$ cat config.mk
export PLATFORM = sky130hd
export DESIGN_NAME = serial_peripheral_shift_port
export DESIGN_NICKNAME = d
export VERILOG_FILES = /design/src/rtl/serial_port_pkg.sv /design/src/rtl/pin_sync.sv /design/src/rtl/rate_divider.sv /design/src/rtl/serial_peripheral_shift_port.sv
export SDC_FILE = /design/constraint.sdc
export NUM_CORES = 1
export LEC_CHECK = 0
export BUFFER_PORTS_ARGS = -buffer_cell sky130_fd_sc_hd__buf_2
export CORE_MARGIN = 2
export CORE_UTILIZATION = 50
export DETAILED_ROUTE_END_ITERATION = 8
export GPL_TIMING_DRIVEN = 0
export PLACE_DENSITY = 0.65
export SLEW_MARGIN = 10
export SYNTH_ARGS = -nofsm -noshare
export SYNTH_HDL_FRONTEND = slang
export SYNTH_SLANG_ARGS = --single-unit
$ cat constraint.sdc
create_clock -name clk_in -period 2.4 [get_ports clk_in]
set_input_delay 0.36 -clock clk_in [delete_from_list [all_inputs] [get_ports clk_in]]
set_output_delay 0.36 -clock clk_in [all_outputs]
set_load 0.005 [all_outputs]
$ cat src/rtl/serial_port_pkg.sv
package serial_port_pkg;

    // ---------------------------------------------------------------
    // Register bus and offsets
    // ---------------------------------------------------------------
    localparam int ADDR_W = 8;
    localparam int DATA_W = 8;
    localparam logic [7:0] OFF_CTRL_ONE = 8'h05;
    localparam logic [7:0] OFF_CTRL_TWO = 8'h06;
    localparam logic [7:0] OFF_DATA = 8'h07;
    localparam logic [7:0] OFF_IF_MODE = 8'h08;
    localparam logic [7:0] OFF_IRQ_STATUS = 8'h09;
    localparam logic [7:0] OFF_IRQ_MASK = 8'h0A;

    // ---------------------------------------------------------------
    // Field positions
    // ---------------------------------------------------------------
    localparam int BIT_SAMPLE_PHASE = 7;
    localparam int BIT_COLLISION = 6;
    localparam int BIT_CLK_SEL_LO = 3;
    localparam int BIT_SHIFT_EDGE = 2;
    localparam int BIT_BIT_ORDER = 1;
    localparam int BIT_TX_LOADED = 0;
    localparam int BIT_START_SHIFT = 7;
    localparam int BIT_MODE_LO = 1;
    localparam int BIT_RX_FULL = 0;
    localparam int BIT_IF_MODE_LO = 0;
    localparam int BIT_IRQ_DONE = 0;
    localparam int BIT_IRQ_COLLISION = 1;

    // ---------------------------------------------------------------
    // Reset values and counts
    // ---------------------------------------------------------------
    localparam logic [7:0] RST_BYTE = 8'h00;
    localparam logic [2:0] RST_CLK_SEL = 3'h0;
    localparam logic [1:0] RST_MODE = 2'h0;
    localparam logic [1:0] RST_IRQ = 2'h0;
    localparam logic [2:0] LAST_BIT = 3'h7;
    localparam logic [2:0] SYNC_RST = 3'h2;
    localparam int DIV_W = 13;

    // Half bit period exponents: period is system clock over 2^(exp+1)
    localparam logic [3:0] HALF_EXP_SEL0 = 4'hC;
    localparam logic [3:0] HALF_EXP_SEL1 = 4'hA;
    localparam logic [3:0] HALF_EXP_SEL2 = 4'h9;
    localparam logic [3:0] HALF_EXP_SEL3 = 4'h7;
    localparam logic [3:0] HALF_EXP_SEL4 = 4'h5;
    localparam logic [3:0] HALF_EXP_SEL5 = 4'h4;

    // ---------------------------------------------------------------
    // Codes
    // ---------------------------------------------------------------
    localparam logic [2:0] CLK_SEL_EXT_SS = 3'h6;
    localparam logic [2:0] CLK_SEL_EXT_FREE = 3'h7;
    localparam logic [1:0] MODE_DUPLEX = 2'h0;
    localparam logic [1:0] MODE_TX_ONLY = 2'h1;
    localparam logic [1:0] MODE_RX_ONLY = 2'h2;
    localparam logic [1:0] MODE_RESERVED = 2'h3;
    localparam logic [1:0] IF_MODE_GPIO = 2'h0;
    localparam logic [1:0] IF_MODE_SERIAL = 2'h1;
    localparam logic [1:0] IF_MODE_UART = 2'h2;

    typedef enum logic {ST_IDLE, ST_SHIFT} shift_state_t;

    // Shift configuration bundle
    typedef struct packed {
        logic sample_phase_sel;
        logic shift_edge_sel;
        logic bit_order_sel;
        logic [2:0] clk_sel;
        logic [1:0] transfer_mode;
    } shift_cfg_t;

endpackage : serial_port_pkg

$ cat src/rtl/pin_sync.sv
`timescale 1ns/10ps
module pin_sync #(
    parameter int WIDTH = 1,
    parameter logic [WIDTH-1:0] INIT = '0
) (
    input wire logic clk_in,
    input wire logic rst_n_in,
    input wire logic [WIDTH-1:0] d_in,
    output logic [WIDTH-1:0] q_out
);
    logic [WIDTH-1:0] stage_one;

    // Two flip-flop synchroniser, first stage feeds only the second
    always_ff @(posedge clk_in) begin
        if (!rst_n_in) begin
            stage_one <= INIT;
            q_out <= INIT;
        end else begin
            stage_one <= d_in;
            q_out <= stage_one;
        end
    end
endmodule : pin_sync

$ cat src/rtl/rate_divider.sv
`timescale 1ns/10ps
module rate_divider
    import serial_port_pkg::*;
(
    input wire logic clk_in,
    input wire logic rst_n_in,
    input wire logic restart_in,
    input wire logic run_in,
    input wire logic [3:0] half_exp_in,
    output logic mid_out,
    output logic end_out
);
    logic [DIV_W-1:0] count;
    logic [DIV_W-1:0] half;
    logic [DIV_W-1:0] period_last;

    // Half period and last count of one bit period
    assign half = DIV_W'(1) << half_exp_in;
    assign period_last = DIV_W'((half << 1) - DIV_W'(1));
    assign mid_out = run_in && !restart_in && (count == DIV_W'(half - DIV_W'(1)));
    assign end_out = run_in && !restart_in && (count == period_last);

    // Bit period counter, restarted at the start of a byte
    always_ff @(posedge clk_in) begin
        if (!rst_n_in) begin
            count <= '0;
        end else if (restart_in || !run_in || end_out) begin
            count <= '0;
        end else begin
            count <= count + DIV_W'(1);
        end
    end
endmodule : rate_divider

$ cat src/rtl/serial_peripheral_shift_port.sv
// Contract
// RULE1: Sample-phase 0 samples mid bit period, 1 samples at period end.
// RULE2: With external serial clock, sampling is always mid bit period.
// RULE3: Collision flag set by hardware, cleared only by software writing 0.
// RULE4: Clock codes 0 to 5 divide system clock by 2^13,11,10,8,6,5.
// RULE5: Code 6 external clock with slave select, code 7 without.
// RULE6: Output data changes on rising edge if shift-edge 0, else falling.
// RULE7: Bit-order 0 sends MSB first, 1 sends LSB first.
// RULE8: Transmit-loaded flag reads 0 when empty, set by data buffer write.
// RULE9: Writing start bit 1 begins shifting; hardware clears it when done.
// RULE10: Software must set start bit again for each further byte.
// RULE11: Transfer mode 0 duplex, 1 transmit only, 2 receive only, 3 reserved.
// RULE12: Receive-full set on completed byte, cleared by reading data buffer.
// RULE13: Receive-full also cleared when the serial port gets enabled.
// RULE14: Software reads each byte before the next completes to avoid collision.
// RULE15: One data buffer: write loads transmit byte, read returns received byte.
// RULE16: Interface mode 1 gives pins to the serial port; 0,2,3 do not.
// RULE17: Collision raised when a byte completes while receive-full still set.
// RULE18: One transfer is eight shift clock periods, one bit each way each.
//
// Local design decision: the address-and-strobe port.
`timescale 1ns/10ps
module serial_peripheral_shift_port
    import serial_port_pkg::*;
#(
    parameter logic [3:0] SLOWEST_HALF_EXP = HALF_EXP_SEL0
) (
    input wire logic clk_in,
    input wire logic rst_n_in,
    input wire logic [ADDR_W-1:0] addr_in,
    input wire logic [DATA_W-1:0] wdata_in,
    input wire logic wr_in,
    input wire logic rd_in,
    output logic [DATA_W-1:0] rdata_out,
    output logic irq_out,
    input wire logic sck_in,
    output logic sck_out,
    output logic sck_oe_out,
    input wire logic ss_n_in,
    input wire logic sdi_in,
    output logic sdo_out,
    output logic sdo_oe_out
);
    // ---------------------------------------------------------------
    // Registers and internal signals
    // ---------------------------------------------------------------
    shift_cfg_t cfg;
    shift_state_t state;
    logic collision_flag;
    logic tx_buffer_loaded_flag;
    logic start_shift_bit;
    logic rx_buffer_full_flag;
    logic [7:0] tx_data;
    logic [7:0] rx_data;
    logic [1:0] if_mode;
    logic [1:0] irq_status;
    logic [1:0] irq_mask;
    logic [7:0] tx_shift;
    logic [7:0] rx_shift;
    logic [2:0] bit_cnt;
    logic ext_sampled;
    logic sck_prev;
    logic [2:0] pins_sync;
    logic sck_s;
    logic ss_n_s;
    logic sdi_s;
    logic sel_ctrl_one;
    logic sel_ctrl_two;
    logic sel_data;
    logic sel_if_mode;
    logic sel_irq_status;
    logic sel_irq_mask;
    logic port_enabled;
    logic ext_clk;
    logic rx_enabled;
    logic tx_enabled;
    logic ss_ok;
    logic ext_shift_edge;
    logic ext_sample_edge;
    logic div_mid;
    logic div_end;
    logic [3:0] half_exp;
    logic start_go;
    logic abort_now;
    logic sample_now;
    logic shift_now;
    logic done_now;
    logic enable_event;
    logic collide_now;
    logic [7:0] next_rx;
    logic [1:0] next_irq_status;

    // ---------------------------------------------------------------
    // Pin synchronisers and helpers
    // ---------------------------------------------------------------
    // Serial clock, slave select and data in cross into the bus clock
    pin_sync #(.WIDTH(3), .INIT(SYNC_RST)) u_pin_sync (
        .clk_in(clk_in),
        .rst_n_in(rst_n_in),
        .d_in({sck_in, ss_n_in, sdi_in}),
        .q_out(pins_sync)
    );
    assign sck_s = pins_sync[2];
    assign ss_n_s = pins_sync[1];
    assign sdi_s = pins_sync[0];

    // Internal shift clock timing
    rate_divider u_rate_divider (
        .clk_in(clk_in),
        .rst_n_in(rst_n_in),
        .restart_in(start_go),
        .run_in((state == ST_SHIFT) && !ext_clk),
        .half_exp_in(half_exp),
        .mid_out(div_mid),
        .end_out(div_end)
    );

    // Clock select to half period exponent
    always_comb begin
        case (cfg.clk_sel) // see RULE4
            3'h0: half_exp = SLOWEST_HALF_EXP;
            3'h1: half_exp = HALF_EXP_SEL1;
            3'h2: half_exp = HALF_EXP_SEL2;
            3'h3: half_exp = HALF_EXP_SEL3;
            3'h4: half_exp = HALF_EXP_SEL4;
            default: half_exp = HALF_EXP_SEL5;
        endcase
    end

    // ---------------------------------------------------------------
    // Address decode
    // ---------------------------------------------------------------
    always_comb begin
        sel_ctrl_one = 1'b0;
        sel_ctrl_two = 1'b0;
        sel_data = 1'b0;
        sel_if_mode = 1'b0;
        sel_irq_status = 1'b0;
        sel_irq_mask = 1'b0;
        if (addr_in == OFF_CTRL_ONE) begin
            sel_ctrl_one = 1'b1;
        end else if (addr_in == OFF_CTRL_TWO) begin
            sel_ctrl_two = 1'b1;
        end else if (addr_in == OFF_DATA) begin
            sel_data = 1'b1;
        end else if (addr_in == OFF_IF_MODE) begin
            sel_if_mode = 1'b1;
        end else if (addr_in == OFF_IRQ_STATUS) begin
            sel_irq_status = 1'b1;
        end else if (addr_in == OFF_IRQ_MASK) begin
            sel_irq_mask = 1'b1;
        end
    end

    // ---------------------------------------------------------------
    // Shift control decisions
    // ---------------------------------------------------------------
    assign port_enabled = (if_mode == IF_MODE_SERIAL); // see RULE16
    assign ext_clk = (cfg.clk_sel == CLK_SEL_EXT_SS) || (cfg.clk_sel == CLK_SEL_EXT_FREE);
    assign rx_enabled = (cfg.transfer_mode != MODE_TX_ONLY); // see RULE11
    assign tx_enabled = (cfg.transfer_mode != MODE_RX_ONLY); // see RULE11
    assign ss_ok = (cfg.clk_sel == CLK_SEL_EXT_FREE) || !ss_n_s; // see RULE5
    assign ext_shift_edge = cfg.shift_edge_sel ? (sck_prev && !sck_s) : (!sck_prev && sck_s);
    assign ext_sample_edge = cfg.shift_edge_sel ? (!sck_prev && sck_s) : (sck_prev && !sck_s);
    assign start_go = (state == ST_IDLE) && start_shift_bit && port_enabled
                      && (cfg.transfer_mode != MODE_RESERVED); // see RULE9
    assign abort_now = (state == ST_SHIFT) && !port_enabled;
    assign enable_event = wr_in && sel_if_mode && !port_enabled
                          && (wdata_in[BIT_IF_MODE_LO +: 2] == IF_MODE_SERIAL);

    // External clock samples on the opposite edge, i.e. mid bit
    always_comb begin
        sample_now = 1'b0;
        shift_now = 1'b0;
        done_now = 1'b0;
        if (state == ST_SHIFT && port_enabled) begin
            if (ext_clk) begin
                sample_now = ext_sample_edge && ss_ok; // see RULE2
                done_now = sample_now && (bit_cnt == LAST_BIT); // see RULE18
                shift_now = !done_now && ext_shift_edge && ss_ok && ext_sampled;
            end else begin
                sample_now = cfg.sample_phase_sel ? div_end : div_mid; // see RULE1
                done_now = div_end && (bit_cnt == LAST_BIT); // see RULE18
                shift_now = !done_now && div_end;
            end
        end
    end

    // Received byte as it stands after this cycle's sample
    always_comb begin
        next_rx = rx_shift;
        if (sample_now) begin
            next_rx = cfg.bit_order_sel ? {sdi_s, rx_shift[7:1]} : {rx_shift[6:0], sdi_s};
        end
    end

    assign collide_now = done_now && rx_enabled && rx_buffer_full_flag
                         && !(rd_in && sel_data); // see RULE17
    assign next_irq_status = (irq_status & ((rd_in && sel_irq_status) ? RST_IRQ : 2'h3))
                             | {collide_now, done_now};

    // ---------------------------------------------------------------
    // Control registers
    // ---------------------------------------------------------------
    // Software settings of the shift engine
    always_ff @(posedge clk_in) begin
        if (!rst_n_in) begin
            cfg <= '0;
            if_mode <= IF_MODE_GPIO;
            irq_mask <= RST_IRQ;
        end else if (wr_in) begin
            if (sel_ctrl_one) begin
                cfg.sample_phase_sel <= wdata_in[BIT_SAMPLE_PHASE];
                cfg.clk_sel <= wdata_in[BIT_CLK_SEL_LO +: 3];
                cfg.shift_edge_sel <= wdata_in[BIT_SHIFT_EDGE];
                cfg.bit_order_sel <= wdata_in[BIT_BIT_ORDER];
            end
            if (sel_ctrl_two) begin
                cfg.transfer_mode <= wdata_in[BIT_MODE_LO +: 2];
            end
            if (sel_if_mode) begin
                if_mode <= wdata_in[BIT_IF_MODE_LO +: 2];
            end
            if (sel_irq_mask) begin
                irq_mask <= wdata_in[1:0];
            end
        end
    end

    // Collision flag, hardware set wins over software clear
    always_ff @(posedge clk_in) begin
        if (!rst_n_in) begin
            collision_flag <= 1'b0;
        end else if (collide_now) begin
            collision_flag <= 1'b1; // see RULE3
        end else if (wr_in && sel_ctrl_one && !wdata_in[BIT_COLLISION]) begin
            collision_flag <= 1'b0; // see RULE3
        end
    end

    // Start bit, cleared when the byte is finished or the port drops during a transfer
    always_ff @(posedge clk_in) begin
        if (!rst_n_in) begin
            start_shift_bit <= 1'b0;
        end else if (wr_in && sel_ctrl_two && wdata_in[BIT_START_SHIFT]) begin
            start_shift_bit <= 1'b1; // see RULE9
        end else if (done_now || abort_now) begin
            start_shift_bit <= 1'b0; // see RULE9 RULE10
        end
    end

    // Transmit byte and its loaded flag
    always_ff @(posedge clk_in) begin
        if (!rst_n_in) begin
            tx_data <= RST_BYTE;
            tx_buffer_loaded_flag <= 1'b0;
        end else if (wr_in && sel_data) begin
            tx_data <= wdata_in; // see RULE15
            tx_buffer_loaded_flag <= 1'b1; // see RULE8
        end else if (start_go) begin
            tx_buffer_loaded_flag <= 1'b0; // see RULE8
        end
    end

    // Received byte and its full flag; completion wins over read
    always_ff @(posedge clk_in) begin
        if (!rst_n_in) begin
            rx_data <= RST_BYTE;
            rx_buffer_full_flag <= 1'b0;
        end else if (done_now && rx_enabled) begin
            rx_data <= next_rx; // see RULE15
            rx_buffer_full_flag <= 1'b1; // see RULE12
        end else if ((rd_in && sel_data) || enable_event) begin
            rx_buffer_full_flag <= 1'b0; // see RULE12 RULE13
        end
    end

    // Sticky event bits, read clears, new event wins
    always_ff @(posedge clk_in) begin
        if (!rst_n_in) begin
            irq_status <= RST_IRQ;
            irq_out <= 1'b0;
        end else begin
            irq_status <= next_irq_status;
            irq_out <= |(next_irq_status & irq_mask);
        end
    end

    // Read data, valid in the cycle after the strobe only
    always_ff @(posedge clk_in) begin
        if (!rst_n_in) begin
            rdata_out <= RST_BYTE;
        end else if (!rd_in) begin
            rdata_out <= RST_BYTE;
        end else if (sel_ctrl_one) begin
            rdata_out <= {cfg.sample_phase_sel, collision_flag, cfg.clk_sel,
                          cfg.shift_edge_sel, cfg.bit_order_sel, tx_buffer_loaded_flag};
        end else if (sel_ctrl_two) begin
            rdata_out <= {start_shift_bit, 4'h0, cfg.transfer_mode, rx_buffer_full_flag};
        end else if (sel_data) begin
            rdata_out <= rx_data;
        end else if (sel_if_mode) begin
            rdata_out <= {6'h00, if_mode};
        end else if (sel_irq_status) begin
            rdata_out <= {6'h00, irq_status};
        end else if (sel_irq_mask) begin
            rdata_out <= {6'h00, irq_mask};
        end else begin
            rdata_out <= RST_BYTE;
        end
    end

    // ---------------------------------------------------------------
    // Shift engine
    // ---------------------------------------------------------------
    // Transfer sequencing
    always_ff @(posedge clk_in) begin
        if (!rst_n_in) begin
            state <= ST_IDLE;
            bit_cnt <= 3'h0;
            ext_sampled <= 1'b0;
        end else begin
            case (state)
                ST_IDLE: begin
                    bit_cnt <= 3'h0;
                    ext_sampled <= 1'b0;
                    if (start_go) begin
                        state <= ST_SHIFT;
                    end
                end
                ST_SHIFT: begin
                    if (done_now || abort_now) begin
                        state <= ST_IDLE;
                    end else if (ext_clk ? sample_now : div_end) begin
                        bit_cnt <= bit_cnt + 3'h1; // see RULE18
                    end
                    if (sample_now) begin
                        ext_sampled <= 1'b1;
                    end
                end
                default: state <= ST_IDLE;
            endcase
        end
    end

    // Shift registers and data out; bit order picks the end used
    always_ff @(posedge clk_in) begin
        if (!rst_n_in) begin
            tx_shift <= RST_BYTE;
            rx_shift <= RST_BYTE;
            sdo_out <= 1'b0;
        end else begin
            rx_shift <= next_rx;
            if (start_go) begin
                tx_shift <= tx_data;
                sdo_out <= cfg.bit_order_sel ? tx_data[0] : tx_data[7]; // see RULE7
            end else if (shift_now) begin
                tx_shift <= cfg.bit_order_sel ? {1'b0, tx_shift[7:1]} : {tx_shift[6:0], 1'b0};
                sdo_out <= cfg.bit_order_sel ? tx_shift[1] : tx_shift[6]; // see RULE6 RULE7
            end
        end
    end

    // Serial clock out: shift edge at bit start, idle level at mid bit
    always_ff @(posedge clk_in) begin
        if (!rst_n_in) begin
            sck_out <= 1'b0;
            sck_prev <= 1'b0;
        end else begin
            sck_prev <= sck_s;
            if (start_go || (shift_now && !ext_clk)) begin
                sck_out <= !cfg.shift_edge_sel; // see RULE6
            end else if (state == ST_IDLE || div_mid) begin
                sck_out <= cfg.shift_edge_sel;
            end
        end
    end

    // Pin drive enables
    always_ff @(posedge clk_in) begin
        if (!rst_n_in) begin
            sck_oe_out <= 1'b0;
            sdo_oe_out <= 1'b0;
        end else begin
            sck_oe_out <= port_enabled && !ext_clk; // see RULE5
            sdo_oe_out <= port_enabled && tx_enabled && (!ext_clk || ss_ok); // see RULE5 RULE11
        end
    end

endmodule : serial_peripheral_shift_port

======== Word level (Yosys, flattened, before mapping) ========
Cells that the tools add are included.
word-level totals
  logic and storage cells ................. 199
  output and inout port bits .............. 13
  input port bits ......................... 23
  register bits after elaboration ......... 88
cells by class
  add/sub/neg operators ................... 4
  muxes and demuxes ....................... 66
  eq/ne operators ......................... 23
  bitwise logic cells ..................... 5
  reduce and logical (&&, ||, !) cells .... 71
  shift operators ......................... 1
operator list
  kind                                                                   count
  8-bit 2-to-1 mux                                                       8
  1-bit 2-to-1 mux                                                       48
  1-bit logical AND                                                      35
  13-bit equality test                                                   2
  13-bit by 1-bit subtractor with 13-bit output, second input constant   2
  8-bit by 3-bit equality test with 1-bit output, second input constant  3
  8-bit by 4-bit equality test with 1-bit output, second input constant  3
  4-bit case mux with 5 select lines                                     1
  13-bit by 1-bit adder with 13-bit output, second input constant        1
  1-bit by 4-bit << shifter with 13-bit output, first input constant     1
  3-bit equality test, second input constant                             4
  1-bit logical NOT                                                      12
  2-bit AND reduction                                                    6
  2-bit nonzero test                                                     6
  1-bit logical OR                                                       9
  2-bit 2-to-1 mux                                                       4
  3-bit by 2-bit equality test with 1-bit output, second input constant  2
  3-bit 2-to-1 mux                                                       2
  2-bit by 1-bit != test with 1-bit output, second input constant        3
  2-bit != test, second input constant                                   3
  3-bit case mux with 2 select lines                                     1
  2-bit bitwise AND                                                      2
  2-bit by 1-bit equality test with 1-bit output, second input constant  2
  1-bit case mux with 2 select lines                                     2
  other kinds (6)                                                        8

======== Depth between registers and ports, before layout ========
Gate-level depths: netlist (run 1).
  depth after elaboration ................. 16
  gate-level depth with buffers ........... 10
  gate-level depth less buffers ........... 7

======== Cells and area by module ========
A second synthesis (run 1) with hierarchy kept.
second synthesis, totals
  cells, all modules ...................... 531
  area, all modules ....................... 4,644.5 µm²
by module, submodules not included
  module                        area each (µm²)  sequential area each (µm²)  times used  cells each
  serial_peripheral_shift_port  3,131.8          1,381.3                     1           338
  rate_divider                  1,355.0          260.2                       1           181
  pin_sync                      157.7            120.1                       1           12

======== Least setup slack after synthesis (run 1) ========
No wires, ideal clock.
  path kind ............................... register to register
  from .................................... register cfg[3] (netlist bit)
  to ...................................... register sck_out
  stages on the path, launching flop included .. 8
  arrival ................................. 2,108 ps
  slack ................................... 162 ps
  period minus slack after synthesis ...... 2,238 ps
  buffers on the path ..................... 0
  path through ............................ dfxtp_1 > or3_4 > and2_4 > a2111o_1 > or3_4 > or3_1 > a21boi_0 > a311oi_1
between the ends
  longest elaborated chain between the ends .. 14
  elaborated cells between the ends (all ways) .. 36
RTL lines
  element                                                                             RTL line                                                                                      RTL
  start: declaration                                                                  serial_peripheral_shift_port.sv:47                                                            shift_cfg_t cfg;
  3-bit equality test, or another cell as far along                                   serial_peripheral_shift_port.sv:120                                                           case (cfg.clk_sel)
  4-bit case mux with 5 select lines or 1-bit logical OR (tied branches)              serial_peripheral_shift_port.sv:120, serial_peripheral_shift_port.sv:159
  1-bit by 4-bit << shifter with 13-bit output or 1-bit logical NOT (tied branches)   rate_divider.sv:18, serial_peripheral_shift_port.sv:112, serial_peripheral_shift_port.sv:371
  13-bit by 1-bit subtractor with 13-bit output or 1-bit logical AND (tied branches)  rate_divider.sv:19, serial_peripheral_shift_port.sv:112
  13-bit equality test or 1-bit logical AND (tied branches)                           rate_divider.sv:21, rate_divider.sv:20
  1-bit logical AND                                                                   rate_divider.sv:21                                                                            assign end_out = run_in && !restart_in && (count == period_last);
  1-bit logical AND                                                                   serial_peripheral_shift_port.sv:183                                                           done_now = div_end && (bit_cnt == LAST_BIT);
  1-bit logical NOT                                                                   serial_peripheral_shift_port.sv:184                                                           shift_now = !done_now && div_end;
  1-bit logical AND                                                                   serial_peripheral_shift_port.sv:184
  1-bit 2-to-1 mux                                                                    serial_peripheral_shift_port.sv:177                                                           if (ext_clk) begin
  1-bit 2-to-1 mux                                                                    serial_peripheral_shift_port.sv:176                                                           if (state == ST_SHIFT && port_enabled) begin
  1-bit logical AND                                                                   serial_peripheral_shift_port.sv:371                                                           if (start_go || (shift_now && !ext_clk)) begin
  1-bit logical OR                                                                    serial_peripheral_shift_port.sv:371
  1-bit 2-to-1 mux or 2-bit nonzero test (tied branches)                              -
  end signal: assignment                                                              serial_peripheral_shift_port.sv:372                                                           sck_out <= !cfg.shift_edge_sel;
  end signal: assignment                                                              serial_peripheral_shift_port.sv:374                                                           sck_out <= cfg.shift_edge_sel;
  end: declaration                                                                    serial_peripheral_shift_port.sv:37                                                            output logic sck_out,
Several ways; a longest one is shown, not always the timed one.
A chain may end at the register's enable or synchronous reset.

======== Final worst setup path (run 1) ========
  from .................................... register cfg[6] (netlist bit)
  to ...................................... register collision_flag
between the ends
  longest elaborated chain between the ends .. 9
  elaborated cells between the ends (all ways) .. 10
RTL lines
  element                                                 RTL line                             RTL
  1-bit 2-to-1 mux (*)                                    serial_peripheral_shift_port.sv:164  assign ext_sample_edge = cfg.shift_edge_sel ? (!sck_prev && sck_s) : (sck_prev && !sck_s);
  1-bit logical AND (*)                                   serial_peripheral_shift_port.sv:178  sample_now = ext_sample_edge && ss_ok;
  1-bit logical AND (*)                                   serial_peripheral_shift_port.sv:179  done_now = sample_now && (bit_cnt == LAST_BIT);
  1-bit 2-to-1 mux (*)                                    serial_peripheral_shift_port.sv:177
  1-bit 2-to-1 mux (*)                                    serial_peripheral_shift_port.sv:176
  1-bit logical AND (*) (2 in a row)                      serial_peripheral_shift_port.sv:197  assign collide_now = done_now && rx_enabled && rx_buffer_full_flag
  1-bit logical AND (*)                                   serial_peripheral_shift_port.sv:198  && !(rd_in && sel_data);
  1-bit 2-to-1 mux or 2-bit nonzero test (tied branches)  -
  end signal: assignment                                  serial_peripheral_shift_port.sv:233  collision_flag <= 1'b0;
  end signal: assignment                                  serial_peripheral_shift_port.sv:235  collision_flag <= 1'b1;
  end signal: assignment                                  serial_peripheral_shift_port.sv:237  collision_flag <= 1'b0;
  end: declaration                                        serial_peripheral_shift_port.sv:49   logic collision_flag;
Mark *: on every way between the ends. The rest lies on a longest branch, timed or not.

==> results of run 1 <==
## flip-flops by register name, indices dropped and copies added (netlist names), 2 cells and up
| signal | cells |
|---|---|
| bit_cnt | 3 |
| u_rate_divider.count | 13 |
| if_mode | 2 |
| u_pin_sync.stage_one | 3 |
| irq_mask | 2 |
| tx_data | 8 |
| cfg | 8 |
| rx_shift | 8 |
| tx_shift | 8 |
| rdata_out | 8 |
| rx_data | 8 |
| irq_status | 2 |
| u_pin_sync.q_out | 3 |
## what timing repair did
| item | CTS | global route |
|---|---|---|
| endpoints found under the setup margin | 19 | 42 |
| cloned | 0 | 1 |
| pin swaps | 1 | 4 |
| resized for setup | 4 | 22 |
| setup buffers | 2 | 3 |
## power groups by stage
stage	clock, mW	sequential (mW)	combinational [mW]
6_report	0.964	1.47	0.0790
5_1_grt	1.05	1.47	0.0863
4_1_cts	0.983	1.47	0.0784
3_5_place_dp	0	1.50	0.0780
3_3_place_gp	0	1.50	0.0772
2_1_floorplan	0	1.50	0.0377
## through the flow
| step | cells | util | instance area [µm²] | setup WS, ps |
|---|---|---|---|---|
| after floorplan | 461 | - | 4110 | 162 |
| after global placement | 600 | 0.545 | 4410 | -197 |
| after detailed placement | 600 | 0.545 | 4410 | -224 |
| after CTS | 616 | 0.571 | 4620 | 14.6 |
| after global routing | 619 | 0.585 | 4730 | -58.2 |
| final | 619 | 0.585 | 4730 | 83.8 |
## Yosys cell counts, types with 7 or more instances
library cell / n
sky130_fd_sc_hd__a21oi_1: 35
sky130_fd_sc_hd__a22oi_1: 9
sky130_fd_sc_hd__and2_1: 9
sky130_fd_sc_hd__clkbuf_1: 15
sky130_fd_sc_hd__dfxtp_1: 88
sky130_fd_sc_hd__inv_1: 7
sky130_fd_sc_hd__mux2_2: 14
sky130_fd_sc_hd__mux2i_1: 32
sky130_fd_sc_hd__nand2_1: 40
sky130_fd_sc_hd__nand2b_1: 9
sky130_fd_sc_hd__nand3_1: 22
sky130_fd_sc_hd__nand3b_1: 10
sky130_fd_sc_hd__nor2_1: 55
sky130_fd_sc_hd__nor3_1: 7
sky130_fd_sc_hd__o21ai_0: 9
sky130_fd_sc_hd__o22ai_1: 9
## final cells by class
type / instances / area [µm²] / area share
inverters: 8 / 30.0 / 0.00634
repair buffers: 40 / 235 / 0.0497
clock buffers: 11 / 151 / 0.0320
multi-input cells: 339 / 2240 / 0.473
flip-flops and latches: 88 / 1770 / 0.374
clock inverters: 4 / 30.0 / 0.00634
plain buffers: 24 / 149 / 0.0314
well taps: 105 / 131 / 0.0277
## worst max-delay path: stages (launching register included)
cell and delay (ps):
sky130_fd_sc_hd__dfxtp_1 390, sky130_fd_sc_hd__or3b_2 530, sky130_fd_sc_hd__a311oi_2 390, sky130_fd_sc_hd__nand2_2 180, sky130_fd_sc_hd__a221oi_4 290, sky130_fd_sc_hd__buf_4 240, sky130_fd_sc_hd__nand2_1 90, sky130_fd_sc_hd__a21oi_1 120
## kinds of logic after synthesis
group / count (synthesis)
and+or+nand+nor: 185
AOI/OAI and AO/OA: 92
DFF: 88
muxes: 46
buffers and inverters: 34
xor gates and xnor gates: 12
adders and majority gates: 4
## worst paths after layout
path	start	end
worst max register to register	cfg[6]	collision_flag
worst max-delay path	cfg[6]	collision_flag
worst min-delay path	ss_n_in	u_pin_sync.stage_one[1]
worst min register to register	u_pin_sync.stage_one[1]	u_pin_sync.q_out[1]
## layer usage
metal | vias up | GRT usage | routed length (µm)
met5 | - | 0 | 0
met4 | 0 | 0.104 | 244
met3 | 21 | 0.0375 | 357
met2 | 68 | 0.387 | 4710
met1 | 1661 | 0.300 | 4780
li1 | 1741 | - | -
==> run metrics, run 1 <==
final antenna-violating net count 0; average routed wire per standard cell 16.3 µm; share of the clock period used by the worst path 0.965; adder and majority gate portion of the synthesized area 0.0122; detailed placement HPWL approximately 7.3 mm; xor/xnor share of the synthesized area 0.0256; internal cell power between 1.5 and 2 mW; CTS Root Buffer Type sky130_fd_sc_hd__clkbuf_8; maximum number of pins on one net before global-route repair 15; switching power summed over all nets between 500 and 600 µW; static power due to leakage approximately 1.8 nW; most area-consuming cells after synthesis sky130_fd_sc_hd__dfxtp_1 (43%), sky130_fd_sc_hd__mux2i_1 (7.8%), sky130_fd_sc_hd__nor2_1 (5.0%); total nets after synthesis around 490; instance count along the most critical hold path 2; total wirelength of the detailed-routed design approximately 10 mm; DRC violation count after routing 0; type of the most critical hold path input pin to register; Critical Path End Type register; basic-gate share of the synthesized area counting and, or, nand and nor cells 0.228; via count of the first global-routing pass around 3.3k; Syn Std Cell Area about 4100 µm²; sequential fraction of the synthesis area 0.429; number of synthesis warnings 0; headroom to the max-slew limit 0.555; proportion of total power due to net switching 0.234; total global routing overflow 0; Yosys reg bits 88; clock transition at the registers of the reported paths 90 ps; syn avg cell area 8.91 µm²; area inside the core boundary 8090 µm²; antenna violations before repair 0; worst setup slack for register-to-register paths between 80 and 90 ps; Worst R2R Path Depth 7; port buffer count 34; critical path class register to register; post-synthesis cell type count 60; full die area approximately 9000 µm²; clock network latency to the later pin of the worst-skew pair ~360 ps; startpoint type of the worst setup path register; routed via count around 3.5k; Fin. Hold Viols 0; horizontal extent of the die 94.7 µm; Worst Skew between 7 and 8 ps; Inserted Clock Buffers 9; Compound-Gate Fraction of Synth Area 0.146; area grow syn2layout 15.2%; number of buffers on the longest clock path 2; final RePlAce weighted congestion 0.891; dominant combinational cell family by area after synthesis simple AND/OR/NAND/NOR gates; Yosys top cell by area sky130_fd_sc_hd__dfxtp_1; number of slew-limit violations in the final report 0; hold buffer count at cts 0; relative contribution of sequential cells to total power 0.584; peak supply drop between 300 and 400 µV; wire length of the first global-routing pass approximately 16 mm; fin nets between 500 and 600; largest fanout on the critical path 10; Final Power approximately 2.5 mW; number of enable flip-flop cells after synthesis 0; number of ports placed on the die boundary 36; mux contribution to synthesized area 0.116; Layout fillers about 750; Initial Util 0.508; commonest non-fill, non-tap cell in the layout sky130_fd_sc_hd__dfxtp_1; Fmax approximately 430 MHz; Most used DFF post-synth sky130_fd_sc_hd__dfxtp_1; maximum level of the CTS H-tree 3; ratio of routed vias to standard cells ~5.6; Worst Path Required 2690 ps; run status completed; proportion of netlist area held by the largest area contributor 0.429; global-route usage over all layers 0.234; post-synthesis async set-or-reset flop share 0; logic gate share of total power 0.031; RSZ-0062 raised after global routing yes; placement row count 33; Max-cap violations 0; commonest non-fill, non-tap cells in the layout sky130_fd_sc_hd__dfxtp_1 (83), sky130_fd_sc_hd__nor2_1 (54), sky130_fd_sc_hd__nand2_1 (38); total setup violations reported at the end of the flow 0; cell area power density 530 nW/µm²; CTS tree done; worst hold slack after final layout 184 ps; actual transition at the worst max-transition pin ~670 ps; Post-Syn Instances around 460; share of final-layout standard cells stronger than drive strength 1 0.196; clock period minus final worst setup slack 2320 ps; # clock sinks 88; DIE HEIGHT roughly 95 µm; initial DRC count roughly 200; arrival time worst endpoint ~2600 ps; proportion of power drawn by the clock network 0.384; 1st-pass router iterations 4; Antenna Cells 0; total negative slack for setup checks 0 ps
Power figures use the tool's default switching activity.
==> inputs of run 2 (changes only) <==
- CTS_BUF_LIST: not set -> sky130_fd_sc_hd__clkbuf_4
==> run metrics, run 2 (synthesis gave the netlist of run 1 again) <==
proportion of total power due to net switching 0.249 (+0.0149); ratio of routed vias to standard cells 5.67 (+0.55%); relative contribution of sequential cells to total power 0.650 (+0.066); RSZ-0062 raised after global routing yes; slowest cell on the critical path sky130_fd_sc_hd__a221oi_4; number of buffers on the longest clock path 2 (unchanged); number of slew-limit violations in the final report 0 (unchanged); worst reg2reg endpoint collision_flag; total setup violations reported at the end of the flow 0 (unchanged); area grow syn2layout 13.0%; switching power summed over all nets 563 µW (-4.3%); Fmax 418 MHz (-3.2%); Worst Path Required 2780 ps (+90 ps); headroom to the max-slew limit 0.547 (-0.00753); Critical Path End Type register; CTS tree done; detailed placement HPWL 7.32 mm (unchanged); hold buffer count at cts 0 (unchanged); # clock sinks 88 (unchanged); run status completed; via count of the first global-routing pass 3,311 (+0.73%); largest delay contributor family on the critical path simple AND/OR/NAND/NOR gates; DIE HEIGHT 94.7 µm (unchanged); Antenna Cells 0 (unchanged); Final Power 2.26 mW (-10%); maximum level of the CTS H-tree 3 (unchanged); critical path endpoint collision_flag; FF+latch area 1770 µm² (about the same); clock transition at the registers of the reported paths 140 ps (+50 ps); 1st-pass router iterations 5 (+1); horizontal extent of the die 94.7 µm (unchanged); area inside the core boundary 8090 µm² (unchanged); Fin. Hold Viols 0 (unchanged); Crit. path cell count 8 (+1); clock network latency to the later pin of the worst-skew pair 450 ps (+90 ps); routed via count 3,499 (+0.23%); type of the most critical hold path input pin to register; static power due to leakage 1.72 nW (-2.5%); peak supply drop 272 µV (-17%); port buffer count 34 (unchanged); delay of the slowest cell on the worst path 380 ps (-150 ps); Worst Skew 13.0 ps (+5.26 ps); proportion of power drawn by the clock network 0.315 (-0.069); critical path class register to register; total global routing overflow 0 (unchanged); final RePlAce weighted congestion 0.891 (unchanged); maximum number of pins on one net before global-route repair 15 (unchanged); arrival time worst endpoint 2780 ps (+180 ps); full die area 8960 µm² (unchanged); global-route usage over all layers 0.235 (+0.00134); Largest Register u_rate_divider.count; Hold Startpoint ss_n_in; antenna violations before repair 0 (unchanged); number of ports placed on the die boundary 36 (unchanged); Inserted Clock Buffers 9 (unchanged); start point of the critical path cfg[3]; Worst R2R Path Depth 8 (+1); largest fanout on the critical path 10 (unchanged); buffering stage count on the worst path with inverters included 1 (unchanged); cell area power density 487 nW/µm² (-8.2%); commonest non-fill, non-tap cell in the layout sky130_fd_sc_hd__dfxtp_1; crit path cell chain or3_4, and2_4, a211oi_1, nand3_1, a221oi_4, buf_4, nand2_1, a21oi_1; wire length of the first global-routing pass 16.3 mm (about the same); CTS Root Buffer Type sky130_fd_sc_hd__clkbuf_4; startpoint of the worst register-to-register path cfg[3]; commonest non-fill, non-tap cells in the layout sky130_fd_sc_hd__dfxtp_1 (82), sky130_fd_sc_hd__nor2_1 (55), sky130_fd_sc_hd__nand2_1 (38); Initial Util 0.508 (unchanged); share of final-layout standard cells stronger than drive strength 1 0.189 (-0.00704); worst setup slack for register-to-register paths 7 ps (-80 ps); initial DRC count 162 (-19%); clock period minus final worst setup slack 2390 ps (+77.2 ps); internal cell power 1.70 mW (-12%); total negative slack for setup checks 0 ps (unchanged); actual transition at the worst max-transition pin 679 ps (+11.3 ps); average routed wire per standard cell 16.4 µm (+0.28%); Max-cap violations 0 (unchanged); Layout fillers 772 (+2.7%); fin nets 535 (-0.37%); final antenna-violating net count 0 (unchanged); DRC violation count after routing 0 (unchanged); placement row count 33 (unchanged); combined area of the multi-input logic cells 2230 µm² (-0.11%); number of flip-flops under the largest register name 13 (unchanged); share of the clock period used by the worst path 0.997 (+0.0321); total wirelength of the detailed-routed design 10.1 mm (about the same); logic gate share of total power 0.035 (+0.004); startpoint type of the worst setup path register
==> run 2: cell types whose count changed in the layout (fill, tap and decap cells not counted) <==
| cell | previous run | this run |
|---|---|---|
| sky130_fd_sc_hd__clkbuf_8 | 13 | 2 |
| sky130_fd_sc_hd__dfxtp_2 | 4 | 5 |
| sky130_fd_sc_hd__buf_4 | 7 | 5 |
| sky130_fd_sc_hd__dfxtp_1 | 83 | 82 |
| sky130_fd_sc_hd__nor2_2 | 1 | 0 |
| sky130_fd_sc_hd__nor2_1 | 54 | 55 |
| sky130_fd_sc_hd__clkbuf_4 | 0 | 9 |
| sky130_fd_sc_hd__clkinv_1 | 1 | 3 |
==> run 2: cell type report <==
class                           instances  share of cell area
Buffer                                 24              0.0321
Clock buffer                            9              0.0146
Clock inverter                          6             0.00809
Inverter                                8             0.00647
Multi-Input combinational cell        339               0.481
Sequential cell                        88               0.382
Tap cell                              105              0.0283
Timing Repair Buffer                   38              0.0474
==> run 2: power groups by stage <==
stage                     combinational [mW]  sequential, mW  clock [mW]
after CTS                             0.0784            1.47       0.729
after global routing                  0.0860            1.47       0.792
after floorplan                       0.0377            1.50           0
final                                 0.0787            1.47       0.712
after detailed placement              0.0780            1.50           0
after global placement                0.0772            1.50           0
==> run 2: worst min-delay path by stage <==
| stage | endpoint | slack [ps] | cells past startpoint |
|---|---|---|---|
| 6_report | u_pin_sync.stage_one[1] | 80 | 2 |
| 5_1_grt | u_pin_sync.stage_one[1] | 70 | 2 |
| 4_1_cts | u_pin_sync.stage_one[1] | 70 | 2 |
| 3_5_place_dp | u_pin_sync.q_out[1] | 400 | 1 |
| 3_3_place_gp | u_pin_sync.q_out[1] | 390 | 1 |
| 2_1_floorplan | u_pin_sync.q_out[1] | 390 | 1 |
==> run 2: worst reg2reg max path, stage by stage (launching register included) <==
cell,delay [ps]
sky130_fd_sc_hd__dfxtp_4,370
sky130_fd_sc_hd__or3_4,370
sky130_fd_sc_hd__and2_4,180
sky130_fd_sc_hd__a211oi_1,300
sky130_fd_sc_hd__nand3_1,260
sky130_fd_sc_hd__a221oi_4,380
sky130_fd_sc_hd__buf_4,240
sky130_fd_sc_hd__nand2_1,100
sky130_fd_sc_hd__a21oi_1,130
==> run 2: what timing repair did <==
item,4_1_cts,5_1_grt
resized for setup,5,20
buffers inserted,2,2
setup endpoints to repair,19,42
pin swaps,1,4
==> run 2: metal layers <==
layer / GRT usage / up-vias / routed length [µm]
met3: 0.0439 / 22 / 463
li1: - / 1741 / -
met1: 0.302 / 1643 / 4650
met5: 0 / - / 0
met2: 0.386 / 93 / 4730
met4: 0.103 / 0 / 244
==> run 2: stage by stage <==
| step | hold WS (ps) | setup WS (ps) | utilization | instances | area, µm² |
|---|---|---|---|---|---|
| after floorplan | 386 | 162 | - | 461 | 4110 |
| after global placement | 388 | -197 | 0.545 | 600 | 4410 |
| after detailed placement | 404 | -224 | 0.545 | 600 | 4410 |
| after CTS | 71.6 | 3.10 | 0.562 | 616 | 4550 |
| after global routing | 71.8 | -68.9 | 0.574 | 617 | 4640 |
| final | 84.1 | 6.63 | 0.574 | 617 | 4640 |
==> inputs of run 3 (changes only) <==
--- a/config.mk
+++ b/config.mk
@@ -14,2 +14,3 @@
 export PLACE_DENSITY = 0.65
+export SKIP_CTS_REPAIR_TIMING = 1
 export SLEW_MARGIN = 10
==> constraint.sdc (replaced) <==
create_clock -name clk_in -period 2.4 [get_ports clk_in]
set_input_delay 0.12 -clock clk_in [delete_from_list [all_inputs] [get_ports clk_in]]
set_output_delay 0.12 -clock clk_in [all_outputs]
set_load 0.005 [all_outputs]
==> run metrics, run 3 (synthesis gave the netlist of run 1 again) <==
final RePlAce weighted congestion 0.891 (unchanged); number of slew-limit violations in the final report 0 (unchanged); CTS tree done; full die area 8960 µm² (unchanged); routed via count 3,574 (+2.1%); critical path class register to register; clock network latency to the later pin of the worst-skew pair 450 ps (about the same); DRC violation count after routing 0 (unchanged); area inside the core boundary 8090 µm² (unchanged); commonest non-fill, non-tap cell in the layout sky130_fd_sc_hd__dfxtp_1; Fmax 428 MHz (+2.3%); Initial Util 0.508 (unchanged); Fin. Hold Viols 0 (unchanged); # clock sinks 88 (unchanged); Critical Path End Type register; worst hold slack after final layout 43.5 ps (-40.6 ps); global-route usage over all layers 0.234 (-0.00101); headroom to the max-slew limit 0.545 (-0.00268); Largest Register u_rate_divider.count; initial DRC count 145 (-10%); area grow syn2layout 17.1%; start point of the critical path cfg[3]; largest fanout on the critical path 7 (-3); maximum level of the CTS H-tree 3 (unchanged); RSZ-0062 raised after global routing yes; Util after Layout 0.594 (+0.0209); static power due to leakage 1.79 nW (+3.7%); dpl cell area 4410 µm² (unchanged); Worst R2R Path Depth 8 (unchanged); CP most frequent cell sky130_fd_sc_hd__or3_4; horizontal extent of the die 94.7 µm (unchanged); share of the clock period used by the worst path 0.975 (-0.0226); post-route design area 4810 µm² (+3.6%); total setup violations reported at the end of the flow 0 (unchanged); Worst Skew 13.9 ps (+0.884 ps); Antenna Cells 0 (unchanged); peak supply drop 270 µV (-0.77%); clock period minus final worst setup slack 2340 ps (-54.3 ps); number of ports placed on the die boundary 36 (unchanged); startpoint type of the worst setup path register; arrival time worst endpoint 2690 ps (-90 ps); delay of the slowest cell on the worst path 370 ps (about the same); worst reg2reg endpoint tx_shift[7]; critical path endpoint tx_shift[7]; Max-cap violations 0 (unchanged); total wirelength of the detailed-routed design 10.3 mm (+2.2%); Layout fillers 752 (-2.6%); worst setup slack for register-to-register paths 60 ps (+50 ps); average routed wire per standard cell 16.3 µm (-0.24%); startpoint of the worst register-to-register path cfg[3]; port buffer count 34 (unchanged); run status completed; fin nets 550 (+2.8%); 1st-pass router iterations 4 (-1); number of flip-flops under the largest register name 13 (unchanged); share of final-layout standard cells stronger than drive strength 1 0.192 (+0.00220); final antenna-violating net count 0 (unchanged); crit path cell chain or3_4, and2_4, a2111o_1, or3_4, a21oi_4, buf_6, mux2i_1, a21oi_1; clock transition at the registers of the reported paths 130 ps (about the same); total global routing overflow 0 (unchanged); antenna violations before repair 0 (unchanged); ratio of routed vias to standard cells 5.66 (-0.28%); via count of the first global-routing pass 3,297 (-0.42%); cell area power density 473 nW/µm² (-2.7%); number of buffers on the longest clock path 2 (unchanged); maximum number of pins on one net before global-route repair 15 (unchanged); slowest cell on the critical path sky130_fd_sc_hd__dfxtp_4; placement row count 33 (unchanged); actual transition at the worst max-transition pin 683 ps (+4.03 ps); Worst Path Required 2750 ps (-30 ps); Inserted Clock Buffers 9 (unchanged); detailed placement HPWL 7.32 mm (unchanged); commonest non-fill, non-tap cells in the layout sky130_fd_sc_hd__dfxtp_1 (82), sky130_fd_sc_hd__nor2_1 (55), sky130_fd_sc_hd__nand2_1 (38); wire length of the first global-routing pass 16.2 mm (-0.47%); type of the most critical hold path input pin to register; CTS Root Buffer Type sky130_fd_sc_hd__clkbuf_4; DIE HEIGHT 94.7 µm (unchanged)
==> run 3: changes by cell type in the layout (fill, tap and decap cells not counted), sizes merged <==
cell         change
buf              +2
dlygate4sd3     +13
==> run 3: worst min-delay path by stage <==
stage                       start                       to  slack (ps)  cells after the start
after global placement    ss_n_in  u_pin_sync.stage_one[1]         300                      2
final                       rd_in             rdata_out[1]          40                      3
after floorplan           ss_n_in  u_pin_sync.stage_one[1]         220                      1
after global routing        rd_in             rdata_out[0]          50                      3
after CTS                 ss_n_in  u_pin_sync.stage_one[1]        -170                      2
after detailed placement  ss_n_in  u_pin_sync.stage_one[1]         310                      2
==> run 3: routing by layer <==
metal  vias up  routed length [µm]  track usage
li1       1772                   -            -
met1      1692                4810        0.302
met2        89                4820        0.383
met3        21                 441       0.0431
met4         0                 233        0.103
met5         -                   0            0
==> run 3: critical path: cells and delay by family (launching register included) <==
| kind | cells | cell delay (ps) |
|---|---|---|
| flops | 1 | 370 |
| buf+inv | 1 | 140 |
| compound gates | 3 | 660 |
| mux | 1 | 170 |
| simple gates | 3 | 910 |
==> run 3: report_power, final <==
part | internal (mW) | switching (mW) | leakage [nW]
sequential | 1.47 | 0.00284 | 0.713
combinational | 0.0418 | 0.0538 | 1.02
clock | 0.202 | 0.511 | 0.0568
==> run 3: metrics by stage <==
stage                     setup WS [ps]  setup TNS (ps)  cells  power, mW
after floorplan                     162               0    461       1.54
after global placement             -197           -1780    600       1.58
after detailed placement           -224           -2210    600       1.58
after CTS                          -264           -2720    615       2.28
after global routing              -58.3            -457    632       2.37
final                              61.0               0    632       2.28
==> run 3: cell type report <==
cell class	instances	area (µm²)	area share
clock inverters	6	37.5	0.00780
clock buffers	9	67.6	0.0140
inverters	8	30.0	0.00624
multi-input cells	339	2250	0.469
flip-flops and latches	88	1770	0.368
repair buffers	53	365	0.0759
well taps	105	131	0.0273
plain buffers	24	153	0.0317
